==> src/hdl/ssl_defs.vh <==
// constants for the serial slave link: timing, codes, frame layout
// assumes a 200 MHz system clock
`ifndef SSL_DEFS_VH
`define SSL_DEFS_VH
`define SSL_CLK_HZ 200000000
`define SSL_COMM_MODBUS 2'h0
`define SSL_BAUD_DEFAULT 3'h5
`define SSL_FMT_8N2 2'h0
`define SSL_FMT_8E1 2'h1
`define SSL_FMT_8O1 2'h2
`define SSL_FMT_8N1 2'h3
`define SSL_ADDR_DEFAULT 8'h01
`define SSL_ADDR_BCAST 8'h00
`define SSL_ADDR_MAX 8'hf9
`define SSL_DELAY_MS_MAX 5'h14
`define SSL_DELAY_MS_DEFAULT 5'h02
`define SSL_CYC_PER_MS 200000
`define SSL_CYC_PER_100MS 20000000
`define SSL_TMO_MAX 10'h258
`define SSL_SILENT_CHARS_X2 28'h7
`define SSL_CHAR_BITS_MAX 28'hb
`define SSL_FN_READ 8'h03
`define SSL_MAXLEN 16
`endif

==> src/hdl/ssl_link.v <==
// serial slave link of a motor drive: rtu-style framing, address match,
// response delay, inactivity fault, read reply framing and current scaling
// assumes rx pin async to clk_sys; request execution done by drive logic
`timescale 1ns/10ps
`include "ssl_defs.vh"
module ssl_link #(
  parameter CLK_HZ = `SSL_CLK_HZ,
  parameter CYC_PER_MS = `SSL_CYC_PER_MS,
  parameter CYC_PER_100MS = `SSL_CYC_PER_100MS
) (
  // clock and reset
  input wire clk_sys,
  input wire reset_n,
  // configuration
  input wire [1:0] comm_type,
  input wire [2:0] baud_code,
  input wire [1:0] fmt_code,
  input wire [7:0] station_addr,
  input wire [4:0] resp_delay_ms,
  input wire [9:0] timeout_100ms,
  input wire proto_std,
  input wire cur_res_coarse,
  // serial pins
  input wire rx_pin,
  output wire tx_pin,
  output wire tx_oe,
  // request to drive logic
  output reg req_valid_q,
  output reg req_bcast_q,
  output reg [7:0] req_func_q,
  output reg [15:0] req_reg_q,
  output reg [15:0] req_val_q,
  // answer from drive logic
  input wire ans_valid,
  input wire [15:0] ans_data,
  input wire [15:0] cur_raw_10ma,
  // status
  output reg link_timeout_fault_q,
  input wire fault_clear
);
  // bit period from code; every rate fits 20 bits at the nominal clock
  reg [31:0] bit_full;
  always @* begin
    case (baud_code)
      3'h0: bit_full = CLK_HZ / 300;
      3'h1: bit_full = CLK_HZ / 600;
      3'h2: bit_full = CLK_HZ / 1200;
      3'h3: bit_full = CLK_HZ / 2400;
      3'h4: bit_full = CLK_HZ / 4800;
      3'h5: bit_full = CLK_HZ / 9600;
      3'h6: bit_full = CLK_HZ / 19200;
      default: bit_full = CLK_HZ / 38400;
    endcase
  end
  wire [19:0] bit_cyc = bit_full[19:0];
  wire par_en = (fmt_code == `SSL_FMT_8E1) || (fmt_code == `SSL_FMT_8O1);
  wire par_odd = (fmt_code == `SSL_FMT_8O1);
  wire two_stop = (fmt_code == `SSL_FMT_8N2);
  wire link_on = (comm_type == `SSL_COMM_MODBUS);
  // rx synchroniser, three stages, change on agreement of last two
  reg s1_q, s2_q, s3_q, rx_q;
  always @(posedge clk_sys) begin
    if (!reset_n) begin
      s1_q <= 1'b1;
      s2_q <= 1'b1;
      s3_q <= 1'b1;
      rx_q <= 1'b1;
    end else begin
      s1_q <= rx_pin;
      s2_q <= s1_q;
      s3_q <= s2_q;
      if (s2_q == s3_q) rx_q <= s2_q;
    end
  end
  // receiver: start, 8 data lsb first, optional parity, stop
  reg [19:0] rcnt_q;
  reg [3:0] rbit_q;
  reg rbusy_q, rpar_err_q, rbyte_q;
  reg [7:0] rsh_q;
  reg [7:0] rbyte_data_q;
  wire [3:0] rlast = par_en ? 4'ha : 4'h9;
  always @(posedge clk_sys) begin
    if (!reset_n) begin
      rcnt_q <= 20'h0;
      rbit_q <= 4'h0;
      rbusy_q <= 1'b0;
      rpar_err_q <= 1'b0;
      rsh_q <= 8'h0;
      rbyte_q <= 1'b0;
      rbyte_data_q <= 8'h0;
    end else begin
      rbyte_q <= 1'b0;
      if (!rbusy_q) begin
        if (!rx_q && link_on) begin
          rbusy_q <= 1'b1;
          rcnt_q <= {1'b0, bit_cyc[19:1]}; // sample mid-bit
          rbit_q <= 4'h0;
          rpar_err_q <= 1'b0;
        end
      end else if (rcnt_q != 20'h0) begin
        rcnt_q <= rcnt_q - 20'h1;
      end else begin
        rcnt_q <= bit_cyc - 20'h1;
        rbit_q <= rbit_q + 4'h1;
        if (rbit_q == 4'h0 && rx_q) rbusy_q <= 1'b0; // false start
        else if (rbit_q >= 4'h1 && rbit_q <= 4'h8) rsh_q <= {rx_q, rsh_q[7:1]};
        else if (rbit_q == 4'h9 && par_en)
          rpar_err_q <= (^rsh_q ^ rx_q) != par_odd;
        if (rbit_q == rlast) begin
          rbusy_q <= 1'b0;
          rbyte_q <= rx_q && !rpar_err_q;
          rbyte_data_q <= rsh_q;
        end
      end
    end
  end
  // crc-16 step over one byte
  function [15:0] crc_byte;
    input [15:0] c;
    input [7:0] b;
    integer i;
    reg [15:0] t;
    begin
      t = c ^ {8'h00, b};
      for (i = 0; i < 8; i = i + 1)
        t = t[0] ? ((t >> 1) ^ 16'ha001) : (t >> 1);
      crc_byte = t;
    end
  endfunction
  // frame assembly and silent-gap end detection
  reg [7:0] fbuf_q [0:`SSL_MAXLEN-1];
  reg [4:0] flen_q;
  reg [15:0] fcrc_q;
  reg [27:0] gap_q;
  reg fopen_q, fend_q;
  // 3.5 of the longest characters; 28 bits so the slowest rate does not wrap
  wire [27:0] gap_x2 = {8'h00, bit_cyc} * `SSL_CHAR_BITS_MAX * `SSL_SILENT_CHARS_X2;
  wire [27:0] gap_lim = {1'b0, gap_x2[27:1]};
  always @(posedge clk_sys) begin
    if (!reset_n) begin
      flen_q <= 5'h0;
      fcrc_q <= 16'hffff;
      gap_q <= 28'h0;
      fopen_q <= 1'b0;
      fend_q <= 1'b0;
    end else begin
      fend_q <= 1'b0;
      if (rbyte_q) begin
        gap_q <= 28'h0;
        fopen_q <= 1'b1;
        if (flen_q < `SSL_MAXLEN) begin
          fbuf_q[flen_q[3:0]] <= rbyte_data_q;
          flen_q <= flen_q + 5'h1;
        end
        fcrc_q <= crc_byte(fcrc_q, rbyte_data_q);
      end else if (rbusy_q) begin
        gap_q <= 28'h0;
      end else if (fopen_q) begin
        if (gap_q >= gap_lim) begin // 3.5 characters of silence
          fopen_q <= 1'b0;
          fend_q <= 1'b1;
        end else gap_q <= gap_q + 28'h1;
      end else begin
        flen_q <= 5'h0;
        fcrc_q <= 16'hffff;
      end
    end
  end
  // a good frame leaves a zero residue over data plus crc
  wire faddr_bc = (fbuf_q[0] == `SSL_ADDR_BCAST);
  wire faddr_me = (fbuf_q[0] == station_addr) && (station_addr != `SSL_ADDR_BCAST)
    && (station_addr <= `SSL_ADDR_MAX);
  wire fgood = fend_q && (flen_q == 5'h8) && (fcrc_q == 16'h0000);
  // request and reply sequencing
  localparam ST_IDLE = 2'h0;
  localparam ST_WAIT = 2'h1;
  localparam ST_SEND = 2'h2;
  reg [1:0] st_q;
  reg [24:0] dly_q;
  reg have_ans_q;
  reg [15:0] ans_q;
  reg [7:0] obuf_q [0:7];
  reg [3:0] olen_q;
  wire tx_done;
  wire [31:0] dly_full = resp_delay_ms * CYC_PER_MS; // 31 ms at most from the 5-bit setting, fits 25 bits
  wire [15:0] cur_scaled = cur_res_coarse ? (cur_raw_10ma / 16'd10) : cur_raw_10ma;
  wire is_cur = (req_reg_q == 16'h0000);
  always @(posedge clk_sys) begin
    if (!reset_n) begin
      st_q <= ST_IDLE;
      dly_q <= 25'h0;
      have_ans_q <= 1'b0;
      ans_q <= 16'h0;
      req_valid_q <= 1'b0;
      req_bcast_q <= 1'b0;
      req_func_q <= 8'h0;
      req_reg_q <= 16'h0;
      req_val_q <= 16'h0;
      olen_q <= 4'h0;
    end else begin
      req_valid_q <= 1'b0;
      case (st_q)
        ST_IDLE: begin
          if (fgood && (faddr_bc || faddr_me)) begin
            req_valid_q <= 1'b1;
            req_bcast_q <= faddr_bc;
            req_func_q <= fbuf_q[1];
            req_reg_q <= {fbuf_q[2], fbuf_q[3]};
            req_val_q <= {fbuf_q[4], fbuf_q[5]};
            have_ans_q <= 1'b0;
            // delay counted from frame end
            dly_q <= dly_full[24:0];
            st_q <= faddr_bc ? ST_IDLE : ST_WAIT; // no reply to broadcast
          end
        end
        ST_WAIT: begin
          if (dly_q != 25'h0) dly_q <= dly_q - 25'h1;
          if (ans_valid && !have_ans_q) begin
            have_ans_q <= 1'b1;
            ans_q <= (req_func_q == `SSL_FN_READ && is_cur) ? cur_scaled : ans_data;
          end
          if (have_ans_q && dly_q == 25'h0) begin // later of both
            obuf_q[0] <= station_addr;
            obuf_q[1] <= req_func_q;
            if (req_func_q == `SSL_FN_READ) begin
              obuf_q[2] <= 8'h02;
              obuf_q[3] <= ans_q[15:8];
              obuf_q[4] <= ans_q[7:0];
              obuf_q[5] <= 8'h00; // extra byte in non-standard mode
              olen_q <= proto_std ? 4'h5 : 4'h6;
            end else begin
              obuf_q[2] <= req_reg_q[15:8];
              obuf_q[3] <= req_reg_q[7:0];
              obuf_q[4] <= req_val_q[15:8];
              obuf_q[5] <= req_val_q[7:0];
              olen_q <= 4'h6;
            end
            st_q <= ST_SEND;
          end
        end
        ST_SEND: begin
          if (tx_done) st_q <= ST_IDLE;
        end
        default: st_q <= ST_IDLE;
      endcase
    end
  end
  // transmitter: serialises obuf then crc low, crc high
  reg [19:0] tcnt_q;
  reg [3:0] tbit_q;
  reg [10:0] tsh_q;
  reg [3:0] tpos_q;
  reg [15:0] tcrc_q;
  reg tx_q, tdone_q, tact_q;
  wire [3:0] tlast = (par_en || two_stop) ? 4'ha : 4'h9;
  wire [7:0] tbyte = (tpos_q < olen_q) ? obuf_q[tpos_q[2:0]] :
    (tpos_q == olen_q) ? tcrc_q[7:0] : tcrc_q[15:8];
  wire tparity = ^tbyte ^ par_odd;
  assign tx_done = tdone_q;
  always @(posedge clk_sys) begin
    if (!reset_n) begin
      tcnt_q <= 20'h0;
      tbit_q <= 4'h0;
      tsh_q <= 11'h7ff;
      tact_q <= 1'b0;
      tpos_q <= 4'h0;
      tcrc_q <= 16'hffff;
      tx_q <= 1'b1;
      tdone_q <= 1'b0;
    end else begin
      tdone_q <= 1'b0;
      if (st_q == ST_SEND && !tact_q && !tdone_q) begin
        if (tpos_q == olen_q + 4'h2) begin
          tdone_q <= 1'b1;
          tpos_q <= 4'h0;
          tcrc_q <= 16'hffff;
        end else begin
          tact_q <= 1'b1;
          tbit_q <= 4'h0;
          tcnt_q <= bit_cyc - 20'h1;
          tsh_q <= {1'b1, par_en ? tparity : 1'b1, tbyte, 1'b0};
          if (tpos_q < olen_q) tcrc_q <= crc_byte(tcrc_q, tbyte);
        end
      end else if (tact_q) begin
        tx_q <= tsh_q[0];
        if (tcnt_q != 20'h0) tcnt_q <= tcnt_q - 20'h1;
        else begin
          tcnt_q <= bit_cyc - 20'h1;
          tsh_q <= {1'b1, tsh_q[10:1]};
          tbit_q <= tbit_q + 4'h1;
          if (tbit_q == tlast) begin
            tact_q <= 1'b0;
            tpos_q <= tpos_q + 4'h1;
          end
        end
      end else tx_q <= 1'b1;
    end
  end
  assign tx_pin = tx_q;
  assign tx_oe = (st_q == ST_SEND);
  // inactivity supervision in 100 ms ticks
  reg [24:0] tick_q;
  reg [9:0] idle_q;
  always @(posedge clk_sys) begin
    if (!reset_n) begin
      tick_q <= 25'h0;
      idle_q <= 10'h0;
      link_timeout_fault_q <= 1'b0;
    end else if (timeout_100ms == 10'h0 || fgood) begin
      tick_q <= 25'h0;
      idle_q <= 10'h0;
      if (fault_clear) link_timeout_fault_q <= 1'b0;
    end else begin
      if (tick_q == CYC_PER_100MS - 1) begin
        tick_q <= 25'h0;
        if (idle_q != 10'h3ff) idle_q <= idle_q + 10'h1;
      end else tick_q <= tick_q + 25'h1;
      if (idle_q > timeout_100ms) link_timeout_fault_q <= 1'b1;
      else if (fault_clear) link_timeout_fault_q <= 1'b0;
    end
  end
endmodule // ssl_link

==> config.mk <==
export PLATFORM = sky130hd
export DESIGN_NAME = ssl_link
export DESIGN_NICKNAME = d
export VERILOG_FILES = /design/src/hdl/ssl_link.v
export VERILOG_INCLUDE_DIRS = /design/src /design/src/hdl
export SDC_FILE = /design/constraint.sdc
export NUM_CORES = 1
export LEC_CHECK = 0
export ABC_AREA = 1
export BUFFER_PORTS_ARGS = -buffer_cell sky130_fd_sc_hd__buf_2
export CORE_ASPECT_RATIO = 1.75
export CORE_MARGIN = 4
export CORE_UTILIZATION = 35
export CTS_BUF_LIST = sky130_fd_sc_hd__clkbuf_8
export DETAILED_ROUTE_END_ITERATION = 12
export HOLD_SLACK_MARGIN = 0.02
export PLACE_DENSITY_LB_ADDON = 0.05
export SYNTH_ARGS = -nofsm -noshare
export SYNTH_HDL_FRONTEND = slang
export SYNTH_SLANG_ARGS = --single-unit
==> constraint.sdc <==
create_clock -name clk_sys -period 11.45 [get_ports clk_sys]
set_input_delay 1.7175 -clock clk_sys [delete_from_list [all_inputs] [get_ports clk_sys]]
set_output_delay 1.7175 -clock clk_sys [all_outputs]
set_load 0.1 [all_outputs]
==> results of run 1 <==
==> power by group through the flow <==
stage	sequential (uW)	combinational [uW]	clock, uW
finish	1370	1810	1190
global route	1370	2100	1300
CTS	1370	1840	1250
detailed placement	1400	1830	0
global placement	1400	1820	0
floorplan	1400	1380	0
==> metal layers <==
| metal | vias up | part of all wire, % | routed length (um) | track usage (%) |
|---|---|---|---|---|
| li1 | 10600 | - | - | - |
| met5 | - | 0 | 0 | 0 |
| met4 | 0 | 3.8 | 2740 | 7.49 |
| met2 | 411 | 56 | 40800 | 41.0 |
| met1 | 9931 | 37 | 26700 | 20.5 |
| met3 | 135 | 3.7 | 2730 | 2.65 |
==> what timing repair did <==
action                     4_1_cts  5_1_grt
setup buffers                    0        2
gates resized for setup          0        6
setup endpoints to repair        0        7
==> kinds of logic (layout without fill, tap and decap cells) <==
group,count (synthesis),count (layout),synth area share (%)
xor gates and xnor gates,141,141,5.27
adders and majority gates,183,183,10.8
buffers and inverters,551,735,8.83
other,0,1,0
AOI/OAI and AO/OA,716,716,18.0
DFF,379,379,36.5
and+or+nand+nor,1093,1093,20.6
==> critical path, delay by kind of cell <==
family,cells,cell delay (ns)
adder cells (fa/ha/maj),6,2.16
AO/OA/AOI/OAI,16,2.78
XOR/XNOR,2,0.45
buffers and inverters,11,1.18
AND/OR/NAND/NOR,23,2.48
==> Yosys cell counts, drive strengths merged (33+ instances only) <==
cell and count:
a21oi 254, clkbuf 77, dfxtp 283, edfxtp 96, ha 151, inv 463
nand2 496, nand3 130, nand4 33, nor2 303, nor3 60, o21ai 255
xnor2 43, xor2 98
==> cell type report <==
type / instances / area [um2]
Antenna cell: 1 / 2.50
Clock buffer: 71 / 977
Clock inverter: 43 / 253
Fill cell: 7027 / 40000
Inverter: 470 / 1760
Multi-Input combinational cell: 2133 / 12900
Sequential cell: 379 / 8550
Tap cell: 889 / 1110
Timing Repair Buffer: 151 / 851
==> metrics by stage <==
stage | hold slack (ns) | cells
finish | 0.420 | 4137
global route | 0.453 | 4137
CTS | 0.430 | 4134
detailed placement | 0.407 | 4020
global placement | 0.416 | 4020
floorplan | 0.393 | 3063
==> sequential cells by signal, indices dropped and copies added, names as in the netlist, 20 cells and up, named ones only <==
| register | cells |
|---|---|
| rcnt_q | 20 |
| dly_q | 25 |
| gap_q | 28 |
| tcnt_q | 20 |
| fbuf_q | 48 |
| tick_q | 25 |
| obuf_q | 48 |
==> how the worst max path moves through the flow <==
stage,slack (ns),from,endpoint,cells after the start
2_1_floorplan,0.86,baud_code[1],gap_q[24],58
3_3_place_gp,0.20,baud_code[2],gap_q[24],57
3_5_place_dp,0.22,baud_code[2],gap_q[24],56
4_1_cts,0.94,baud_code[2],gap_q[24],56
5_1_grt,0.04,baud_code[2],gap_q[24],59
6_report,1.25,baud_code[2],gap_q[24],58
==> results.ini, run 1 <==
[outcome]
status = finished, final reports clean

[clock_network]
insertion_delay_ns = 0.69
root_buffer = clkbuf_8
clkSlewWorstSetupHoldPaths_ns = 0.07
cts_buffers = 60
cts_tree = built
cts_hold_buf = 0
cts_max_level = 2
clock_path_buffers = 3
clock-sinks = 379

[power_and_ir_drop]
p_per_area_mw_per_mm2 = 166
swShare_pct = 39.3
total_switching_power_uw = 1720
leakage_uw = 0.0119
combPwrFrac_pct = 41.4
ir_drop_mv = 0.206
p_int_uw = 2650
p_clk_share_pct = 27.3
total_power_uw = 4370
seqPwrFrac_pct = 31.3

[grt]
track_usage_pct = 20.2
grt_max_degree = 61
grt-ovfl-total = 0
antenna_found_initial = 1
grt_pass1_vias = 21500
grt_first_pass_wirelength_mm = 115

[worst_setup_path]
cpMaxStageDelayCell = fa_1
endpoint_kind = register
r2r-start = gap_q[0]
arrival_ns = 10.77
worstReg2RegEnd = gap_q[24]
crit_top_cell = nor2_1
worstSetupPathType = input pin to register
path_max_fanout = 13
startpoint_type = input pin
required_ns = 12.02
cp_slowest_stage_delay_ns = 0.50
ff2ff_setup_slack_ns = 6.86
reg2reg_depth = 31

[timing]
finalSetupViolations = 0
relSlewSlack_pct = 14.4
rsz0062_at_grt = no
clock.fmax_mhz = 98.0
finalClockSkew_ns = 0.0396
period_share_pct = 89.1
fin_setup_tns_ns = 0
slew_viol_final = 0
hold_viol = 0
worst_slew_pin_slew_ns = 1.27
fin_crit_ns = 10.20
fin_ws_ns = 1.25

[placement]
post-place-ws_ns = 0.216
io_buffer_count = 113
globalplace.congestion = 0.875
dpl.hpwl_mm = 56.7
post_dp_cell_area_mm2 = 0.0251

[worst_hold_path]
holdPathEnd = s2_q
hp-class = register to register
hold_depth = 1
hp-start = s1_q

[logic_synthesis]
ys_types = 66
synth_flop_cell = dfxtp_1
synth_edf_count = 96
synth_nets = 3315
synth.area.top_cells = dfxtp_1, edfxtp_1, ha_1
yosys_warnings = 0
netlist.area_leader.share_pct = 24.2
synth-seq-cells = 379
synth_area_per_cell_um2 = 7.65
synth_top_area_cell = dfxtp_1
yosysSeqAreaShare_pct = 36.5
netlist_area_mm2 = 0.0234
synth-async-reset-ratio_pct = 0
postSynthCellCount = 3063

[routing]
firstDrtPassIters = 5
drc = 0
num_vias = 21000
vias_per_cell = 5.09
dr.first_iter.drc_count = 1066
detail-route-antenna-nets = 0
wire_per_inst_um = 17.7
routed_wl_mm = 73.0

[final_layout]
final_common_cell = inv_1
stdcell_area_mm2 = 0.0264
final_cell_mix = inv_1, nand2_1, nor2_1
finish.utilization_pct = 39.8
nets = 3447
drive_gt1_share_pct = 10.7
area_growth_pct = 12.5

[floorplan]
io-pin-count = 114
core.rowCount = 125
die_x_um = 204
die_h_um = 350
dieArea_mm2 = 0.0713
start_util_pct = 35.3
core-area_mm2 = 0.0663

[flow_run]
cap_violations = 0

Power figures use the tool's default switching activity.
==> inputs of run 2 (changes only) <==
Settings changed: CORE_MARGIN 4 to 3, REMOVE_ABC_BUFFERS from default to 1.
==> results.ini, run 2 (same netlist as run 1, synthesis figures left out) <==
[timing]
fin_ws_ns = 1.07  ; -0.178 ns
hold_viol = 0  ; unchanged
relSlewSlack_pct = 28.1  ; +14 points
whs_ns = 0.415  ; -0.00433 ns
fin_setup_tns_ns = 0  ; unchanged
rsz0062_at_grt = no
worst_slew_pin_slew_ns = 1.08  ; -0.197 ns
clock.fmax_mhz = 96.4  ; -1.7%
period_share_pct = 90.6  ; +1.6 points
finalClockSkew_ns = 0.0628  ; +0.0231 ns
finalSetupViolations = 0  ; unchanged
slew_viol_final = 0  ; unchanged
fin_crit_ns = 10.38  ; +0.178 ns

[worst_setup_path]
cpMaxStageDelayCell = fa_1
endpoint_kind = register
path_max_fanout = 13  ; unchanged
startpoint_type = input pin
arrival_ns = 10.94  ; +0.17 ns
required_ns = 12.01  ; about the same
r2r-start = gap_q[0]
cp_slowest_stage_delay_ns = 0.50  ; about the same
critPathLaunch = baud_code[2]
crit_top_cell = nor2_1
worstSetupPathType = input pin to register

[clock_network]
post_cts_buffers = 0  ; unchanged
root_buffer = clkbuf_8
cts_buffers = 60  ; unchanged
cts_max_level = 2  ; unchanged
cts_tree = built
insertion_delay_ns = 0.71  ; +0.02 ns
clkSlewWorstSetupHoldPaths_ns = 0.06  ; about the same
clock_path_buffers = 3  ; unchanged
clock-sinks = 379  ; unchanged

[grt]
grt_max_degree = 57  ; -6.6%
antenna_found_initial = 1  ; unchanged
grt_first_pass_wirelength_mm = 114  ; -1.4%
grt_pass1_vias = 21600  ; +0.68%
grt-ovfl-total = 0  ; unchanged
track_usage_pct = 20.3  ; +0.10 points

[final_layout]
stdcell_area_mm2 = 0.0264  ; about the same
finish.utilization_pct = 40.1  ; +0.35 points
final_cell_mix = inv_1, nand2_1, nor2_1
final_common_cell = inv_1
nets = 3450  ; +0.087%
area_growth_pct = 12.6  ; about the same
drive_gt1_share_pct = 10.5  ; -0.19 points

[floorplan]
core.rowCount = 124  ; -0.80%
start_util_pct = 35.6  ; +0.28 points
die_x_um = 202  ; -0.98%
io-pin-count = 114  ; unchanged
core-area_mm2 = 0.0658  ; -0.80%
die_h_um = 348  ; -0.57%
dieArea_mm2 = 0.0702  ; -1.5%

[worst_hold_path]
hp-class = register to register
hp-start = s1_q

[routing]
vias_per_cell = 5.11  ; +0.49%
firstDrtPassIters = 5  ; unchanged
num_vias = 21100  ; +0.37%
dr.first_iter.drc_count = 935  ; -12%
detail-route-antenna-nets = 0  ; unchanged
wire_per_inst_um = 17.6  ; -0.15%
routed_wl_mm = 72.8  ; -0.28%
drc = 0  ; unchanged

[flow_run]
cap_violations = 0  ; unchanged

[placement]
io_buffer_count = 113  ; unchanged
dpl.hpwl_mm = 56.4  ; -0.57%
post_dp_cell_area_mm2 = 0.0251  ; about the same
post-place-ws_ns = 0.118  ; -0.0981 ns
globalplace.congestion = 0.908  ; +3.7%

[power_and_ir_drop]
p_per_area_mw_per_mm2 = 166  ; +0.29%
leakage_uw = 0.0120  ; +0.24%
ir_drop_mv = 0.256  ; +24%

[outcome]
status = finished, final reports clean

[run 2: per-layer routing]
layer | GRT usage, % | routed length, um
met1 | 20.9 | 27400
met2 | 40.1 | 39600
met3 | 2.75 | 2560
met4 | 9.14 | 3330
met5 | 0 | 0
[run 2: cell type report]
class                   count  area, um2
diodes                      1       2.50
inverters                 470       1760
fillers                  7085      39400
multi-input cells        2133      12800
clock inverters            42        275
flip-flops and latches    379       8550
repair buffers            154        873
clock buffers              71        977
well taps                 882       1100
[run 2: worst max-delay path, delay by kind of cell]
| kind | cells | cell delay, ns |
|---|---|---|
| AO/OA/AOI/OAI | 17 | 3.13 |
| XOR/XNOR | 1 | 0.15 |
| adder cells (fa/ha/maj) | 6 | 2.30 |
| buffers and inverters | 10 | 1.03 |
| AND/OR/NAND/NOR | 23 | 2.62 |
[run 2: power by group]
| group | switching [uW] | internal, uW |
|---|---|---|
| Clock | 583 | 636 |
| Sequential | 0.901 | 1370 |
| Combinational | 1100 | 697 |
[run 2: what timing repair did]
action / CTS / global route
setup endpoints to repair: 0 / 2
hold buffers: 0 / 0
gates resized for setup: 0 / 4
[run 2: per-stage QoR]
step           cells  total power (uW)
4_1_cts         4130              4480
5_1_grt         4132              4760
3_5_place_dp    4017              3230
6_report        4132              4390
3_3_place_gp    4017              3210
2_1_floorplan   2982              2770
[run 2: worst paths after layout]
path / endpoint / slack (ns) / cells past startpoint
worst max-delay path: gap_q[24] / 1.07 / 57
worst min register to register: s2_q / 0.42 / 1
worst min-delay path: s2_q / 0.42 / 1
worst max register to register: gap_q[24] / 6.61 / 31
